$ cat src/rtl/sar_adc_consts.svh
// Purpose: named offsets, field positions, masks and codes of the converter sequencer
// Assumes: included by bare name from every design file that needs it
// Notes: definitions only
`ifndef SAR_ADC_CONSTS_SVH
`define SAR_ADC_CONSTS_SVH

// byte offsets on the register bus
`define OFF_CON1 8'h00
`define OFF_CON2 8'h04
`define OFF_CON3 8'h08
`define OFF_CHSEL 8'h0C
`define OFF_SCAN 8'h10
`define OFF_BUF_BASE 8'h40
`define OFF_BUF_LAST 8'h7C

// writable bits of each register
`define CON1_WMASK 16'hA3E7
`define CON2_WMASK 16'hE43F
`define CON3_WMASK 16'h9FFF
`define CHSEL_WMASK 16'h8F8F
`define SCAN_WMASK 16'h9FFF

// control one fields
`define C1_ENABLE 15
`define C1_IDLE_STOP 13
`define C1_FMT_HI 9
`define C1_FMT_LO 8
`define C1_TRIG_HI 7
`define C1_TRIG_LO 5
`define C1_AUTO 2
`define C1_SAMPLE_ENABLE 1
`define C1_DONE 0

// control two fields
`define C2_REF_HI 15
`define C2_REF_LO 13
`define C2_SCAN 10
`define C2_FILL 7
`define C2_RATE_HI 5
`define C2_RATE_LO 2
`define C2_SPLIT 1
`define C2_ALT 0

// control three fields
`define C3_CLKSRC 15
`define C3_SAMT_HI 12
`define C3_SAMT_LO 8
`define C3_DIV_HI 7
`define C3_DIV_LO 0

// channel select fields
`define CH_B_NEG 15
`define CH_B_POS_HI 11
`define CH_B_POS_LO 8
`define CH_A_NEG 7
`define CH_A_POS_HI 3
`define CH_A_POS_LO 0

// codes
`define TRIG_SOFT 3'h0
`define TRIG_EXT 3'h1
`define TRIG_TIMER 3'h2
`define TRIG_AUTO 3'h7
`define FMT_UINT 2'h0
`define FMT_SINT 2'h1
`define FMT_FRAC 2'h2
`define FMT_SFRAC 2'h3
`define REF_POS_BIT 0
`define REF_NEG_BIT 1
`define REF_RSVD_BIT 2
`define CH_UNIMPL_LO 4'hD
`define CH_UNIMPL_HI 4'hE
`define DIV_MAX 8'h3F
`define SAR_FIRST 10'h200
`define SAR_MSB 4'h9
`define SCAN_LAST 4'hF

`endif

$ cat src/rtl/sar_adc_pkg.sv
// Purpose: shared types of the converter sequencer
// Assumes: nothing
// Notes: numbers live in sar_adc_consts.svh
package sar_adc_pkg;
  typedef logic [15:0] word_t;
  typedef enum logic [1:0] {st_hold, st_sample, st_convert} seq_state_t;
endpackage : sar_adc_pkg

$ cat src/rtl/result_if.sv
// Purpose: link between sequencer and result store
// Assumes: one writer, one reader, same clock
// Notes: read data is registered in the store
`timescale 1ns/1ps
interface result_if;
  import sar_adc_pkg::*;
  logic wr_en;
  logic [3:0] wr_addr;
  word_t wr_data;
  logic [3:0] rd_addr;
  word_t rd_data;
  modport writer(output wr_en, output wr_addr, output wr_data, output rd_addr, input rd_data);
  modport store(input wr_en, input wr_addr, input wr_data, input rd_addr, output rd_data);
endinterface : result_if

$ cat src/rtl/sar_adc_sequencer.sv
// Purpose: control and sequencing of a 10-bit successive-approximation converter
// Assumes: APB slave, 32-bit data, comparator and pins arrive asynchronously
// Notes: one conversion clock period per result bit, ten periods per conversion
// How it works
// - enable bit on runs the converter, off stops it
// - idle-stop bit suspends operation while the device idles
// - trigger 000 ends sampling on clear; 111 ends it by sample counter
// - trigger 001 uses external pin edge, 010 timer match; others reserved
// - auto-sample restarts sampling after each conversion
// - sample-enable bit shows sampling versus holding; hardware sets and clears
// - done bit set at conversion end, cleared at next start, software writable
// - reference field picks internal or external references; 1xx as 000
// - scan-enable steps multiplexer A positive input through scan inputs
// - sixteen-word result buffer, optionally two halves of eight
// - fill-status shows which half hardware fills in split mode
// - interrupt after every N-th sequence, N is rate field plus one
// - alternate mode uses A first, then B and A in turn
// - clock source bit picks internal oscillator or system clock
// - sample time field gives 0 to 31 conversion clock periods
// - conversion clock period is divider plus one system cycles, up to 64
// - channel fields route positive input; negative bit picks channel 1
// - only channels set in the scan mask are scanned; an empty mask leaves channel 15
`timescale 1ns/1ps
`include "sar_adc_consts.svh"
module sar_adc_sequencer
  import sar_adc_pkg::*;
(
  input wire logic pclk,
  input wire logic presetn,
  input wire logic psel,
  input wire logic penable,
  input wire logic pwrite,
  input wire logic [7:0] paddr,
  input wire logic [31:0] pwdata,
  output logic [31:0] prdata,
  output logic pready,
  output logic pslverr,
  input wire logic idle_mode,
  input wire logic timer_three_match,
  input wire logic external_interrupt_zero,
  input wire logic rc_osc_clock,
  input wire logic comparator_above,
  output logic sampling,
  output logic converting,
  output logic [9:0] sar_trial,
  output logic [3:0] mux_positive,
  output logic mux_negative_ch1,
  output logic channel_valid,
  output logic vref_pos_external,
  output logic vref_neg_external,
  output logic rc_osc_enable,
  output logic converter_irq_flag
);
  // control registers
  logic enable_reg, idle_stop_reg, auto_reg, sample_enable_reg, done_reg;
  logic [1:0] fmt_reg;
  logic [2:0] trig_reg, ref_reg;
  logic scan_en_reg, split_reg, alt_reg, fill_reg, clksrc_reg;
  logic [3:0] rate_reg;
  logic [4:0] samt_reg;
  logic [7:0] div_reg;
  word_t chsel_reg, scan_mask_reg;
  // sequencer state
  seq_state_t state_reg, state_next;
  logic [4:0] sample_enable_cnt_reg, sample_enable_cnt_next;
  logic [3:0] bit_reg, bit_next;
  logic [9:0] sar_reg, sar_next;
  logic [3:0] wr_idx_reg, seq_cnt_reg, scan_ptr_reg;
  logic use_b_reg, irq_reg;
  logic [3:0] pos_reg;
  logic neg_reg, valid_reg;
  logic [2:0] pin_meta_reg, pin_sync_reg, pin_prev_reg;
  logic sample_enable_next, done_next, start_conv, finish, end_sample, abort_sample;
  word_t con1_rd, con2_rd, con3_rd, rd_mux;
  logic hit;
  logic tad_tick;

  result_if res ();

  // bus decode
  logic setup_ph, access_ph, bus_wr, buf_sel;
  logic wr_con1, wr_con2, wr_con3, wr_chsel, wr_scan;
  logic run, irq_hit, comp_s, external_interrupt_zero_edge, rc_edge, use_a;
  logic [3:0] first_scan, next_scan_ch, sel_pos;
  logic sel_neg;
  assign setup_ph = psel & ~penable;
  assign access_ph = psel & penable;
  assign bus_wr = access_ph & pwrite;
  assign buf_sel = (paddr >= `OFF_BUF_BASE) && (paddr <= `OFF_BUF_LAST) && (paddr[1:0] == 2'h0);
  assign wr_con1 = bus_wr & (paddr == `OFF_CON1);
  assign wr_con2 = bus_wr & (paddr == `OFF_CON2);
  assign wr_con3 = bus_wr & (paddr == `OFF_CON3);
  assign wr_chsel = bus_wr & (paddr == `OFF_CHSEL);
  assign wr_scan = bus_wr & (paddr == `OFF_SCAN);
  assign pready = 1'b1;
  assign pslverr = access_ph & ~hit;

  // register images as software sees them
  assign con1_rd = {enable_reg, 1'b0, idle_stop_reg, 3'h0, fmt_reg, trig_reg, 2'h0,
                    auto_reg, sample_enable_reg, done_reg};
  assign con2_rd = {ref_reg, 2'h0, scan_en_reg, 2'h0, fill_reg, 1'b0, rate_reg,
                    split_reg, alt_reg};
  assign con3_rd = {clksrc_reg, 2'h0, samt_reg, div_reg};

  // read selection; buffer data was registered in the setup cycle
  always_comb begin
    hit = 1'b1;
    rd_mux = 16'h0000;
    if (paddr == `OFF_CON1) begin
      rd_mux = con1_rd;
    end else if (paddr == `OFF_CON2) begin
      rd_mux = con2_rd;
    end else if (paddr == `OFF_CON3) begin
      rd_mux = con3_rd;
    end else if (paddr == `OFF_CHSEL) begin
      rd_mux = chsel_reg;
    end else if (paddr == `OFF_SCAN) begin
      rd_mux = scan_mask_reg;
    end else if (buf_sel) begin
      rd_mux = res.rd_data;
    end else begin
      hit = 1'b0;
    end
  end
  assign prdata = (access_ph & ~pwrite) ? {16'h0000, rd_mux} : 32'h0000_0000;
  assign res.rd_addr = paddr[5:2];

  // pins from outside the clock domain pass two flops; edges come from the second
  always_ff @(posedge pclk or negedge presetn) begin
    if (!presetn) begin
      pin_meta_reg <= 3'h0;
      pin_sync_reg <= 3'h0;
      pin_prev_reg <= 3'h0;
    end else begin
      pin_meta_reg <= {comparator_above, rc_osc_clock, external_interrupt_zero};
      pin_sync_reg <= pin_meta_reg;
      pin_prev_reg <= pin_sync_reg;
    end
  end
  assign external_interrupt_zero_edge = pin_sync_reg[0] & ~pin_prev_reg[0];
  assign rc_edge = pin_sync_reg[1] & ~pin_prev_reg[1];
  assign comp_s = pin_sync_reg[2];

  assign run = enable_reg & ~(idle_stop_reg & idle_mode);

  tad_divider u_tad (
    .pclk(pclk),
    .presetn(presetn),
    .run(run),
    .use_rc(clksrc_reg),
    .rc_edge(rc_edge),
    .divider(div_reg),
    .tad_tick(tad_tick)
  );

  // next set mask bit after a given channel, cyclic; keeps the channel if mask empty
  function automatic logic [3:0] next_in_mask(input logic [3:0] from, input word_t mask);
    logic [3:0] cand;
    logic found;
    next_in_mask = from;
    found = 1'b0;
    for (int i = 1; i <= 16; i++) begin
      cand = from + i[3:0];
      if (!found && mask[cand]) begin
        next_in_mask = cand;
        found = 1'b1;
      end
    end
  endfunction : next_in_mask

  assign first_scan = next_in_mask(`SCAN_LAST, scan_mask_reg);
  assign next_scan_ch = next_in_mask(scan_ptr_reg, scan_mask_reg);

  // input selection: B on alternate turns, scan pointer replaces A when scanning
  assign use_a = ~use_b_reg;
  assign sel_pos = use_b_reg ? chsel_reg[`CH_B_POS_HI:`CH_B_POS_LO] :
                   scan_en_reg ? scan_ptr_reg : chsel_reg[`CH_A_POS_HI:`CH_A_POS_LO];
  assign sel_neg = use_b_reg ? chsel_reg[`CH_B_NEG] : chsel_reg[`CH_A_NEG];

  // sample end by the selected trigger; reserved codes never end it
  always_comb begin
    case (trig_reg)
      `TRIG_SOFT: end_sample = ~sample_enable_reg;
      `TRIG_EXT: end_sample = external_interrupt_zero_edge;
      `TRIG_TIMER: end_sample = timer_three_match;
      `TRIG_AUTO: end_sample = (sample_enable_cnt_reg >= samt_reg);
      default: end_sample = 1'b0;
    endcase
  end
  // with a hardware trigger, clearing the sample bit just returns to holding
  assign abort_sample = (trig_reg != `TRIG_SOFT) & ~sample_enable_reg;

  // sequencer: hold, sample, then ten conversion periods
  always_comb begin
    state_next = state_reg;
    sample_enable_cnt_next = sample_enable_cnt_reg;
    bit_next = bit_reg;
    sar_next = sar_reg;
    start_conv = 1'b0;
    finish = 1'b0;
    if (!enable_reg) begin
      state_next = st_hold;
    end else if (run) begin
      case (state_reg)
        st_hold: begin
          if (sample_enable_reg) begin
            state_next = st_sample;
            sample_enable_cnt_next = 5'h00;
          end
        end
        st_sample: begin
          sar_next = `SAR_FIRST; // trial settles early
          if (tad_tick && sample_enable_cnt_reg != 5'h1F) begin
            sample_enable_cnt_next = sample_enable_cnt_reg + 5'h01;
          end
          if (abort_sample) begin
            state_next = st_hold;
          end else if (end_sample) begin
            state_next = st_convert;
            start_conv = 1'b1;
            bit_next = `SAR_MSB;
          end
        end
        st_convert: begin
          if (tad_tick) begin
            if (!comp_s) begin
              sar_next[bit_reg] = 1'b0;
            end
            if (bit_reg == 4'h0) begin
              finish = 1'b1;
              state_next = auto_reg ? st_sample : st_hold;
              sample_enable_cnt_next = 5'h00;
            end else begin
              sar_next[bit_reg - 4'h1] = 1'b1;
              bit_next = bit_reg - 4'h1;
            end
          end
        end
        default: state_next = st_hold;
      endcase
    end
  end

  assign irq_hit = finish & (seq_cnt_reg == rate_reg);

  // hardware events come last so a set beats a software clear in the same cycle
  always_comb begin
    sample_enable_next = wr_con1 ? pwdata[`C1_SAMPLE_ENABLE] : sample_enable_reg;
    if (start_conv) begin
      sample_enable_next = 1'b0;
    end
    if (finish && auto_reg) begin
      sample_enable_next = 1'b1;
    end
    done_next = wr_con1 ? pwdata[`C1_DONE] : done_reg;
    if (start_conv) begin
      done_next = 1'b0;
    end
    if (finish) begin
      done_next = 1'b1;
    end
  end

  // result formatting at write time
  always_comb begin
    case (fmt_reg)
      `FMT_UINT: res.wr_data = {6'h00, sar_next};
      `FMT_SINT: res.wr_data = {{7{~sar_next[9]}}, sar_next[8:0]};
      `FMT_FRAC: res.wr_data = {sar_next, 6'h00};
      default: res.wr_data = {~sar_next[9], sar_next[8:0], 6'h00};
    endcase
  end
  assign res.wr_en = finish;
  assign res.wr_addr = split_reg ? {fill_reg, wr_idx_reg[2:0]} : wr_idx_reg;

  result_mem u_mem (
    .pclk(pclk),
    .presetn(presetn),
    .mem(res)
  );

  // software-written control fields
  always_ff @(posedge pclk or negedge presetn) begin
    if (!presetn) begin
      {enable_reg, idle_stop_reg, fmt_reg, trig_reg, auto_reg} <= 8'h00;
      {ref_reg, scan_en_reg, rate_reg, split_reg, alt_reg} <= 10'h000;
      {clksrc_reg, samt_reg, div_reg} <= 14'h0000;
      chsel_reg <= 16'h0000;
      scan_mask_reg <= 16'h0000;
    end else begin
      if (wr_con1) begin
        enable_reg <= pwdata[`C1_ENABLE];
        idle_stop_reg <= pwdata[`C1_IDLE_STOP];
        fmt_reg <= pwdata[`C1_FMT_HI:`C1_FMT_LO];
        trig_reg <= pwdata[`C1_TRIG_HI:`C1_TRIG_LO];
        auto_reg <= pwdata[`C1_AUTO];
      end
      if (wr_con2) begin
        ref_reg <= pwdata[`C2_REF_HI:`C2_REF_LO];
        scan_en_reg <= pwdata[`C2_SCAN];
        rate_reg <= pwdata[`C2_RATE_HI:`C2_RATE_LO];
        split_reg <= pwdata[`C2_SPLIT];
        alt_reg <= pwdata[`C2_ALT];
      end
      if (wr_con3) begin
        {clksrc_reg, samt_reg, div_reg} <= {pwdata[`C3_CLKSRC], pwdata[`C3_SAMT_HI:`C3_DIV_LO]};
      end
      if (wr_chsel) begin
        chsel_reg <= pwdata[15:0] & `CHSEL_WMASK;
      end
      if (wr_scan) begin
        scan_mask_reg <= pwdata[15:0] & `SCAN_WMASK;
      end
    end
  end

  // sequencer and handshake bits
  always_ff @(posedge pclk or negedge presetn) begin
    if (!presetn) begin
      state_reg <= st_hold;
      sample_enable_cnt_reg <= 5'h00;
      bit_reg <= 4'h0;
      sar_reg <= 10'h000;
      sample_enable_reg <= 1'b0;
      done_reg <= 1'b0;
      irq_reg <= 1'b0;
    end else begin
      state_reg <= state_next;
      sample_enable_cnt_reg <= sample_enable_cnt_next;
      bit_reg <= bit_next;
      sar_reg <= sar_next;
      sample_enable_reg <= sample_enable_next;
      done_reg <= done_next;
      irq_reg <= irq_hit;
    end
  end

  // buffer pointer, sequence count, alternate and scan position
  // all rewind while off so that each enable starts a fresh pass
  always_ff @(posedge pclk or negedge presetn) begin
    if (!presetn) begin
      wr_idx_reg <= 4'h0;
      seq_cnt_reg <= 4'h0;
      fill_reg <= 1'b0;
      use_b_reg <= 1'b0;
      scan_ptr_reg <= 4'h0;
    end else if (!enable_reg) begin
      wr_idx_reg <= 4'h0;
      seq_cnt_reg <= 4'h0;
      fill_reg <= 1'b0;
      use_b_reg <= 1'b0;
      scan_ptr_reg <= first_scan;
    end else if (finish) begin
      wr_idx_reg <= irq_hit ? 4'h0 : wr_idx_reg + 4'h1;
      seq_cnt_reg <= irq_hit ? 4'h0 : seq_cnt_reg + 4'h1;
      fill_reg <= fill_reg ^ (irq_hit & split_reg);
      use_b_reg <= alt_reg & ~irq_hit & ~use_b_reg;
      if (irq_hit) begin
        scan_ptr_reg <= first_scan;
      end else if (use_a) begin
        scan_ptr_reg <= next_scan_ch;
      end
    end
  end

  // analog-facing selections, registered so they never glitch mid-sample
  always_ff @(posedge pclk or negedge presetn) begin
    if (!presetn) begin
      pos_reg <= 4'h0;
      neg_reg <= 1'b0;
      valid_reg <= 1'b0;
    end else begin
      pos_reg <= sel_pos;
      neg_reg <= sel_neg;
      valid_reg <= (sel_pos != `CH_UNIMPL_LO) && (sel_pos != `CH_UNIMPL_HI);
    end
  end

  assign sampling = (state_reg == st_sample);
  assign converting = (state_reg == st_convert);
  assign sar_trial = sar_reg;
  assign mux_positive = pos_reg;
  assign mux_negative_ch1 = neg_reg;
  assign channel_valid = valid_reg;
  // reserved reference codes fall back to the internal pair
  assign vref_pos_external = ~ref_reg[`REF_RSVD_BIT] & ref_reg[`REF_POS_BIT];
  assign vref_neg_external = ~ref_reg[`REF_RSVD_BIT] & ref_reg[`REF_NEG_BIT];
  assign rc_osc_enable = enable_reg & clksrc_reg;
  assign converter_irq_flag = irq_reg;
endmodule : sar_adc_sequencer

$ cat src/rtl/result_mem.sv
// Purpose: sixteen-word result store
// Assumes: address held steady for the cycle before data is used
// Notes: read data comes out of a register, one cycle after the address
`timescale 1ns/1ps
module result_mem
  import sar_adc_pkg::*;
(
  input wire logic pclk,
  input wire logic presetn,
  result_if.store mem
);
  word_t words [16];

  // write port; contents are not reset, software must not trust them before a fill
  always_ff @(posedge pclk) begin
    if (mem.wr_en) begin
      words[mem.wr_addr] <= mem.wr_data;
    end
  end

  // registered read
  always_ff @(posedge pclk or negedge presetn) begin
    if (!presetn) begin
      mem.rd_data <= 16'h0000;
    end else begin
      mem.rd_data <= words[mem.rd_addr];
    end
  end
endmodule : result_mem

$ cat src/rtl/tad_divider.sv
// Purpose: conversion clock period enable
// Assumes: rc_edge is already synchronised and is one cycle long
// Notes: reserved divider values are clamped to the largest legal one
`timescale 1ns/1ps
`include "sar_adc_consts.svh"
module tad_divider (
  input wire logic pclk,
  input wire logic presetn,
  input wire logic run,
  input wire logic use_rc,
  input wire logic rc_edge,
  input wire logic [7:0] divider,
  output logic tad_tick
);
  logic [7:0] count_reg;
  logic [7:0] limit;
  logic wrap;

  // period is divider plus one system cycles
  assign limit = (divider > `DIV_MAX) ? `DIV_MAX : divider;
  assign wrap = (count_reg >= limit);

  // counter clears to zero and ticks stop while the converter is off or suspended
  always_ff @(posedge pclk or negedge presetn) begin
    if (!presetn) begin
      count_reg <= 8'h00;
      tad_tick <= 1'b0;
    end else if (!run) begin
      count_reg <= 8'h00;
      tad_tick <= 1'b0;
    end else if (use_rc) begin
      count_reg <= 8'h00;
      tad_tick <= rc_edge;
    end else begin
      count_reg <= wrap ? 8'h00 : count_reg + 8'h01;
      tad_tick <= wrap;
    end
  end
endmodule : tad_divider

$ cat config.mk
export PLATFORM = sky130hd
export DESIGN_NAME = sar_adc_sequencer
export DESIGN_NICKNAME = d
export VERILOG_FILES = /design/src/rtl/sar_adc_pkg.sv /design/src/rtl/result_if.sv /design/src/rtl/sar_adc_sequencer.sv /design/src/rtl/result_mem.sv /design/src/rtl/tad_divider.sv
export VERILOG_INCLUDE_DIRS = /design/src /design/src/rtl
export SDC_FILE = /design/constraint.sdc
export NUM_CORES = 1
export LEC_CHECK = 0
export ABC_AREA = 0
export BUFFER_PORTS_ARGS = -buffer_cell sky130_fd_sc_hd__clkbuf_2
export CORE_MARGIN = 1
export CORE_UTILIZATION = 35
export CTS_CLUSTER_SIZE = 12
export DETAILED_ROUTE_END_ITERATION = 16
export REMOVE_ABC_BUFFERS = 1
export SYNTH_ARGS = -nofsm -noshare
export SYNTH_HDL_FRONTEND = slang
export SYNTH_HIERARCHICAL = 1
export SYNTH_SLANG_ARGS = --single-unit
$ cat constraint.sdc
create_clock -name pclk -period 8.5 [get_ports pclk]
set_input_delay 0.85 -clock pclk [delete_from_list [all_inputs] [get_ports pclk]]
set_output_delay 0.85 -clock pclk [all_outputs]
set_load 0.01 [all_outputs]
# Yosys cells after proc, flatten, opt, wreduce, memory -nomap -nowiden
# Memories as Yosys holds them, arrays and structs flattened. A register that Yosys moved wholly into a read port is not among the register bits.
# Cells that the tools add are included.
[totals] ff_bits=117 mem_bits_rw=256 input_bits=50 wordCells=406 memories=1
[memory_table] memory="u_mem.words" words=16 width=16 read_ports=1 rd_clocked_by_memory_dff=1 wr=1 line_no="result_mem.sv:12" source="word_t words [16];"
[classes] addsub=20 n_lt_le_gt_ge=25 eq_ne=31 mux=180 bitwise=35 n_reduce_logical=79
[op_table] cell="$mux 4" count=47
[op_table] cell="$mux 16" count=7
[op_table] cell="$lt 4x5->1 const B" count=18
[op_table] cell="$mux 10" count=9
[op_table] cell="$mux 1" count=78
[op_table] cell="$bmux 1 s4" count=16
[op_table] cell="$pmux 16 s3" count=1
[op_table] cell="$logic_and 1x1->1" count=35
[op_table] cell="$add 4x4->4 const B" count=8
[op_table] cell="$mux 8" count=4
[op_table] cell="$logic_not 1->1" count=29
[op_table] cell="$and 1x1->1" count=21
[op_table] cell="$mux 5" count=4
[op_table] cell="$pmux 10 s2" count=1
[op_table] cell="$ne 17x1->1 const B" count=1
[op_table] cell="$add 4x3->4 const B" count=4
[op_table] cell="$eq 8x4->1 const B" count=2
[op_table] cell="$pmux 5 s3" count=1
[op_table] cell="$mux 2" count=7
[op_table] cell="$reduce_and 7->1" count=2
[op_table] cell="$add 4x1->4 const B" count=3
[op_table] cell="$ne 2x1->1 const B" count=6
[op_table] cell="$reduce_bool 3->1" count=4
[op_table] cell="$and 10x10->10" count=1
[op_table] cell="39 further kinds" count=61

# Longest topological paths before layout
[logic_depth] word_depth=53 depth_mapped=16 mapped_depth_nobuf=11

# Modules after synthesis
# Netlist, hierarchy kept.
[modules_own_cells] module="result_mem" instances=1 cells_per_inst=432 area_per_inst_um2=10122.2
[modules_own_cells] module="sar_adc_sequencer" instances=1 cells_per_inst=884 area_per_inst_um2=8144.1
[modules_own_cells] module="tad_divider" instances=1 cells_per_inst=63 area_per_inst_um2=624.3

# Least setup slack after synthesis
# No wires, ideal clock.
[synth_timing] path_type="reg2reg" start="register scan_ptr_reg[1]" end="register scan_ptr_reg[3]" setup_time_ns=0.128 arrival_ns=3.873 t_required_ns=8.372 slack_ns=4.498 path_stages_with_launch=14 path_buffers=3 synth_period_minus_slack_ns=4.002 path_cell_list="dfrtp_1 clkbuf_1 buf_2 inv_1 ha_1 buf_2 mux4_2 mux4_2 or3_4 nor3_4 a31oi_1 o21ai_1 mux2i_1 nand3_1"
[synth_via] elab_chain_len=51 word_cells_on_any_way=115 cone_classes="add/sub: 15; eq/ne: 2; mux: 67; reduce/logical: 31"
[synth_rtl] item="start: declaration" line_no="sar_adc_sequencer.sv:68" source="logic [3:0] wr_idx_reg, seq_cnt_reg, scan_ptr_reg;"
[synth_rtl] item="start signal: assignment" line_no="sar_adc_sequencer.sv:352" source="scan_ptr_reg <= first_scan;"
[synth_rtl] item="start signal: assignment" line_no="sar_adc_sequencer.sv:359" source="scan_ptr_reg <= first_scan;"
[synth_rtl] item="start signal: assignment" line_no="sar_adc_sequencer.sv:361" source="scan_ptr_reg <= next_scan_ch;"
[synth_rtl] item="$add 4x1->4" line_no="sar_adc_sequencer.sv:163" source="cand = from + i[3:0];"
[synth_rtl] item="$bmux 1 s4" line_no="sar_adc_sequencer.sv:164" source="if (!found && mask[cand]) begin"
[synth_rtl] item="$mux 1 (not written as such)" line_no="sar_adc_sequencer.sv:164"
[synth_rtl] item="$mux 1" line_no="sar_adc_sequencer.sv:164"
[synth_rtl] item="$logic_not 1->1" line_no="sar_adc_sequencer.sv:164"
[synth_rtl] item="$logic_and 1x1->1" line_no="sar_adc_sequencer.sv:164"
[synth_rtl] item="$mux 1" line_no="sar_adc_sequencer.sv:164"
[synth_rtl] item="$logic_not 1->1" line_no="sar_adc_sequencer.sv:164"
[synth_rtl] item="(+34 left out)"
[synth_rtl] item="$mux 1" line_no="sar_adc_sequencer.sv:164"
[synth_rtl] item="$logic_not 1->1" line_no="sar_adc_sequencer.sv:164"
[synth_rtl] item="$logic_and 1x1->1" line_no="sar_adc_sequencer.sv:164"
[synth_rtl] item="$mux 4 (2 in series)" line_no="sar_adc_sequencer.sv:164"
[synth_rtl] item="$mux 4" line_no="sar_adc_sequencer.sv:360" source="end else if (use_a) begin"
[synth_rtl] item="$mux 4" line_no="sar_adc_sequencer.sv:358" source="if (irq_hit) begin"
[synth_rtl] item="$mux 4" line_no="sar_adc_sequencer.sv:353" source="end else if (finish) begin"
[synth_rtl] item="$mux 4" line_no="sar_adc_sequencer.sv:347" source="end else if (!enable_reg) begin"
# Several ways; a longest one is shown, not always the timed one. The select of a mux whose other input is x is not followed.
# A chain may end at the register's enable or synchronous reset.

# Worst setup path after layout
# Ends and elaborated chain as after synthesis.

==> impl_metrics.env <==
export IMPL_synth_edf_count=256
export IMPL_cts_buffers=41
export IMPL_groute_usage_overall_pct=18.1
export IMPL_final_cells=2166
export IMPL_wirelength_mm=49.6
export IMPL_cp_required_ps=8900
export IMPL_setup_viol=0
export IMPL_die_h_um=234
export IMPL_synth_distinct_cells=87
export IMPL_cts_buffer_depth=3
export IMPL_slew_headroom_pct=15.3
export IMPL_place_gp_congestion=0.897
export IMPL_ys_warn_count=6
export IMPL_crit_slowest_cell="dfrtp_1"
export IMPL_synth_ff_type="edfxtp_1"
export IMPL_maxCapViolations=0
export IMPL_start_util_pct=35.7
export IMPL_final_min_clock_period_ps=5170
export IMPL_critical_path_startpoint="scan_ptr_reg[1]"
export IMPL_io_pins=106
export IMPL_power_density_mw_per_mm2=197
export IMPL_postCtsSetupBuffers=0
export IMPL_whs_ps=284
export IMPL_seq_area_frac_synth_pct=58.3
export IMPL_coreArea_mm2=0.0530
export IMPL_timing_rr_start="scan_ptr_reg[1]"
export IMPL_path_cells="inv_1 > ha_1 > mux4_2 > and4_1 > a211oi_1 > nand2b_1 > nor3_4 > a31oi_1 > o21ai_1 > mux2i_1 > nand3_1"
export IMPL_drv_slew=0
export IMPL_path_max_fanout=20
export IMPL_drc=0
export IMPL_synth_seq_cells=389
export IMPL_drt_initial_drc_count=1221
export IMPL_finalClockSkew_ps=25.2
export IMPL_ys_async_sr_fraction_pct=34.2
export IMPL_max_freq_ghz=0.194
export IMPL_synth_area_mm2=0.0189
export IMPL_grt_ovfl_total=0
export IMPL_startpoint_type="flip-flop"
export IMPL_cts_root_buf="clkbuf_16"
export IMPL_arrival_ps=5570
export IMPL_ir_drop_v=0.000114
export IMPL_ys_top_cells_by_area="edfxtp_1, dfrtp_1, mux4_2, mux2_2, nand2_1"
export IMPL_wire_per_inst_um=22.9
export IMPL_worstSetupPathType="flip-flop to flip-flop"
export IMPL_synth_top_area_share_pct=40.7
export IMPL_syn_area_per_cell_um2=13.7
export IMPL_outcome="finished, final reports clean"
export IMPL_dr_total_vias=12300
export IMPL_drt_pre_antenna_iters=7
export IMPL_grt_pass1_wl_mm=74.2
export IMPL_regArea_mm2=0.0110
export IMPL_mostFrequentLayoutCells="edfxtp_1, dfrtp_1, nand2_1, clkbuf_2, mux4_2"
export IMPL_postLayoutCoreUtil_pct=40.0
export IMPL_cts_hold_buf=0
export IMPL_dieArea_mm2=0.0549
export IMPL_syn_to_final_growth_pct=12.2
export IMPL_final_nets=1544
export IMPL_die_w_um=234
export IMPL_hpwl_mm=32.5
export IMPL_clkSinkCount=389
export IMPL_final_common_cell="edfxtp_1"
export IMPL_crit_path_end_kind="flip-flop"
export IMPL_finalCritPeriodShare_pct=60.8
export IMPL_ant_nets=0
export IMPL_grt_max_degree=78
export IMPL_fin_tns_setup_ps=0
export IMPL_multi_input_area_mm2=0.00741
export IMPL_largest_register_ffs=256
export IMPL_p_leak_nw=7.58
export IMPL_grt_pass1_vias=11800
export IMPL_cts_clk_slew_worst_paths_ps=60
export IMPL_io_buffers=72
export IMPL_placedCellCount=2103
export IMPL_rsz0062_at_grt="false"
export IMPL_cts_resized_gates=0
export IMPL_path_buf_inv=1
export IMPL_p_total_mw=4.17
export IMPL_drive_gt1_share_pct=22.3
export IMPL_tritoncts="built"
export IMPL_critPathMaxStageDelay_ps=880
export IMPL_antenna_cells=0
export IMPL_synthCells=1379
export IMPL_fillers=4929
export IMPL_htreeDepth=2
export IMPL_hold_viol_final=0
export IMPL_max_slew_worst_pin_slew_ps=1240
export IMPL_hold_class="primary input to async pin"
export IMPL_via_per_inst=5.67
export IMPL_crit_family="compound AO/OA/AOI/OAI gates"
export IMPL_fp_row_count=84
export IMPL_antenna_found_initial=0
export IMPL_synth_area_leader_cell="edfxtp_1"
export IMPL_insertion_delay_ps=550
-- worst paths after layout --
check                           depth (start not counted)                 end  slack, ps
worst max-delay path                                   11     scan_ptr_reg[3]       3330
worst min-delay path                                    1  u_tad/count_reg[2]        280
worst max register to register                         11     scan_ptr_reg[3]       3330
worst min register to register                          0     pin_sync_reg[1]        350
max in group asynchronous                               2       chsel_reg[11]       6850
min in group pclk                                       0     pin_sync_reg[1]        350
-- layer usage --
metal  track usage [%]  wire length [um]
met4              4.80              1110
met3              2.44              3150
met2              28.4             23100
met1              26.2             22200
met5                 0                 0
-- cell usage after synthesis (10+ instances only) --
master	count
dfrtp_1	133
nor3_1	17
xnor2_1	13
mux4_1	17
xor2_1	18
edfxtp_1	256
and2_1	13
nand2b_1	16
nor2b_1	12
mux2i_1	28
a22oi_1	50
clkbuf_1	38
nand2_1	127
mux4_2	67
inv_1	40
mux2_2	64
o211ai_1	10
a31oi_1	11
nor2_1	74
o21ai_0	57
nand3_1	37
buf_4	20
ha_1	36
a21oi_1	36
-- stage by stage --
| stage | worst slack, ps | instance area [um^2] |
|---|---|---|
| after floorplan | 4270 | 18500 |
| final | 3330 | 21200 |
| after global routing | 3010 | 21200 |
| after CTS | 3360 | 21200 |
| after detailed placement | 3380 | 20000 |
| after global placement | 3380 | 20000 |
-- final cells by class --
| cell class | instances | area share, % |
|---|---|---|
| Sequential cell | 389 | 52.0 |
| Multi-Input combinational cell | 884 | 35.0 |
| Clock buffer | 49 | 5.03 |
| Tap cell | 688 | 4.06 |
| Timing Repair Buffer | 100 | 2.75 |
| Inverter | 42 | 0.744 |
| Clock inverter | 14 | 0.472 |
-- power by group --
part           switching, mW  internal, mW
sequential            0.0240          2.02
clock                  0.712         0.916
combinational          0.312         0.181
-- cells by family (layout without fill, tap and decap cells) --
family,Yosys count,after routing,share of synthesized area (%)
compound gates,254,254,9.29
mux,176,176,15.7
fa+ha+maj,36,36,2.38
xor+xnor,31,31,1.44
simple gates,368,368,9.76
other cells,3,19,0.0596
flops,389,389,58.3
buf+inv,122,205,3.11
(Power assumes the default switching activity.)
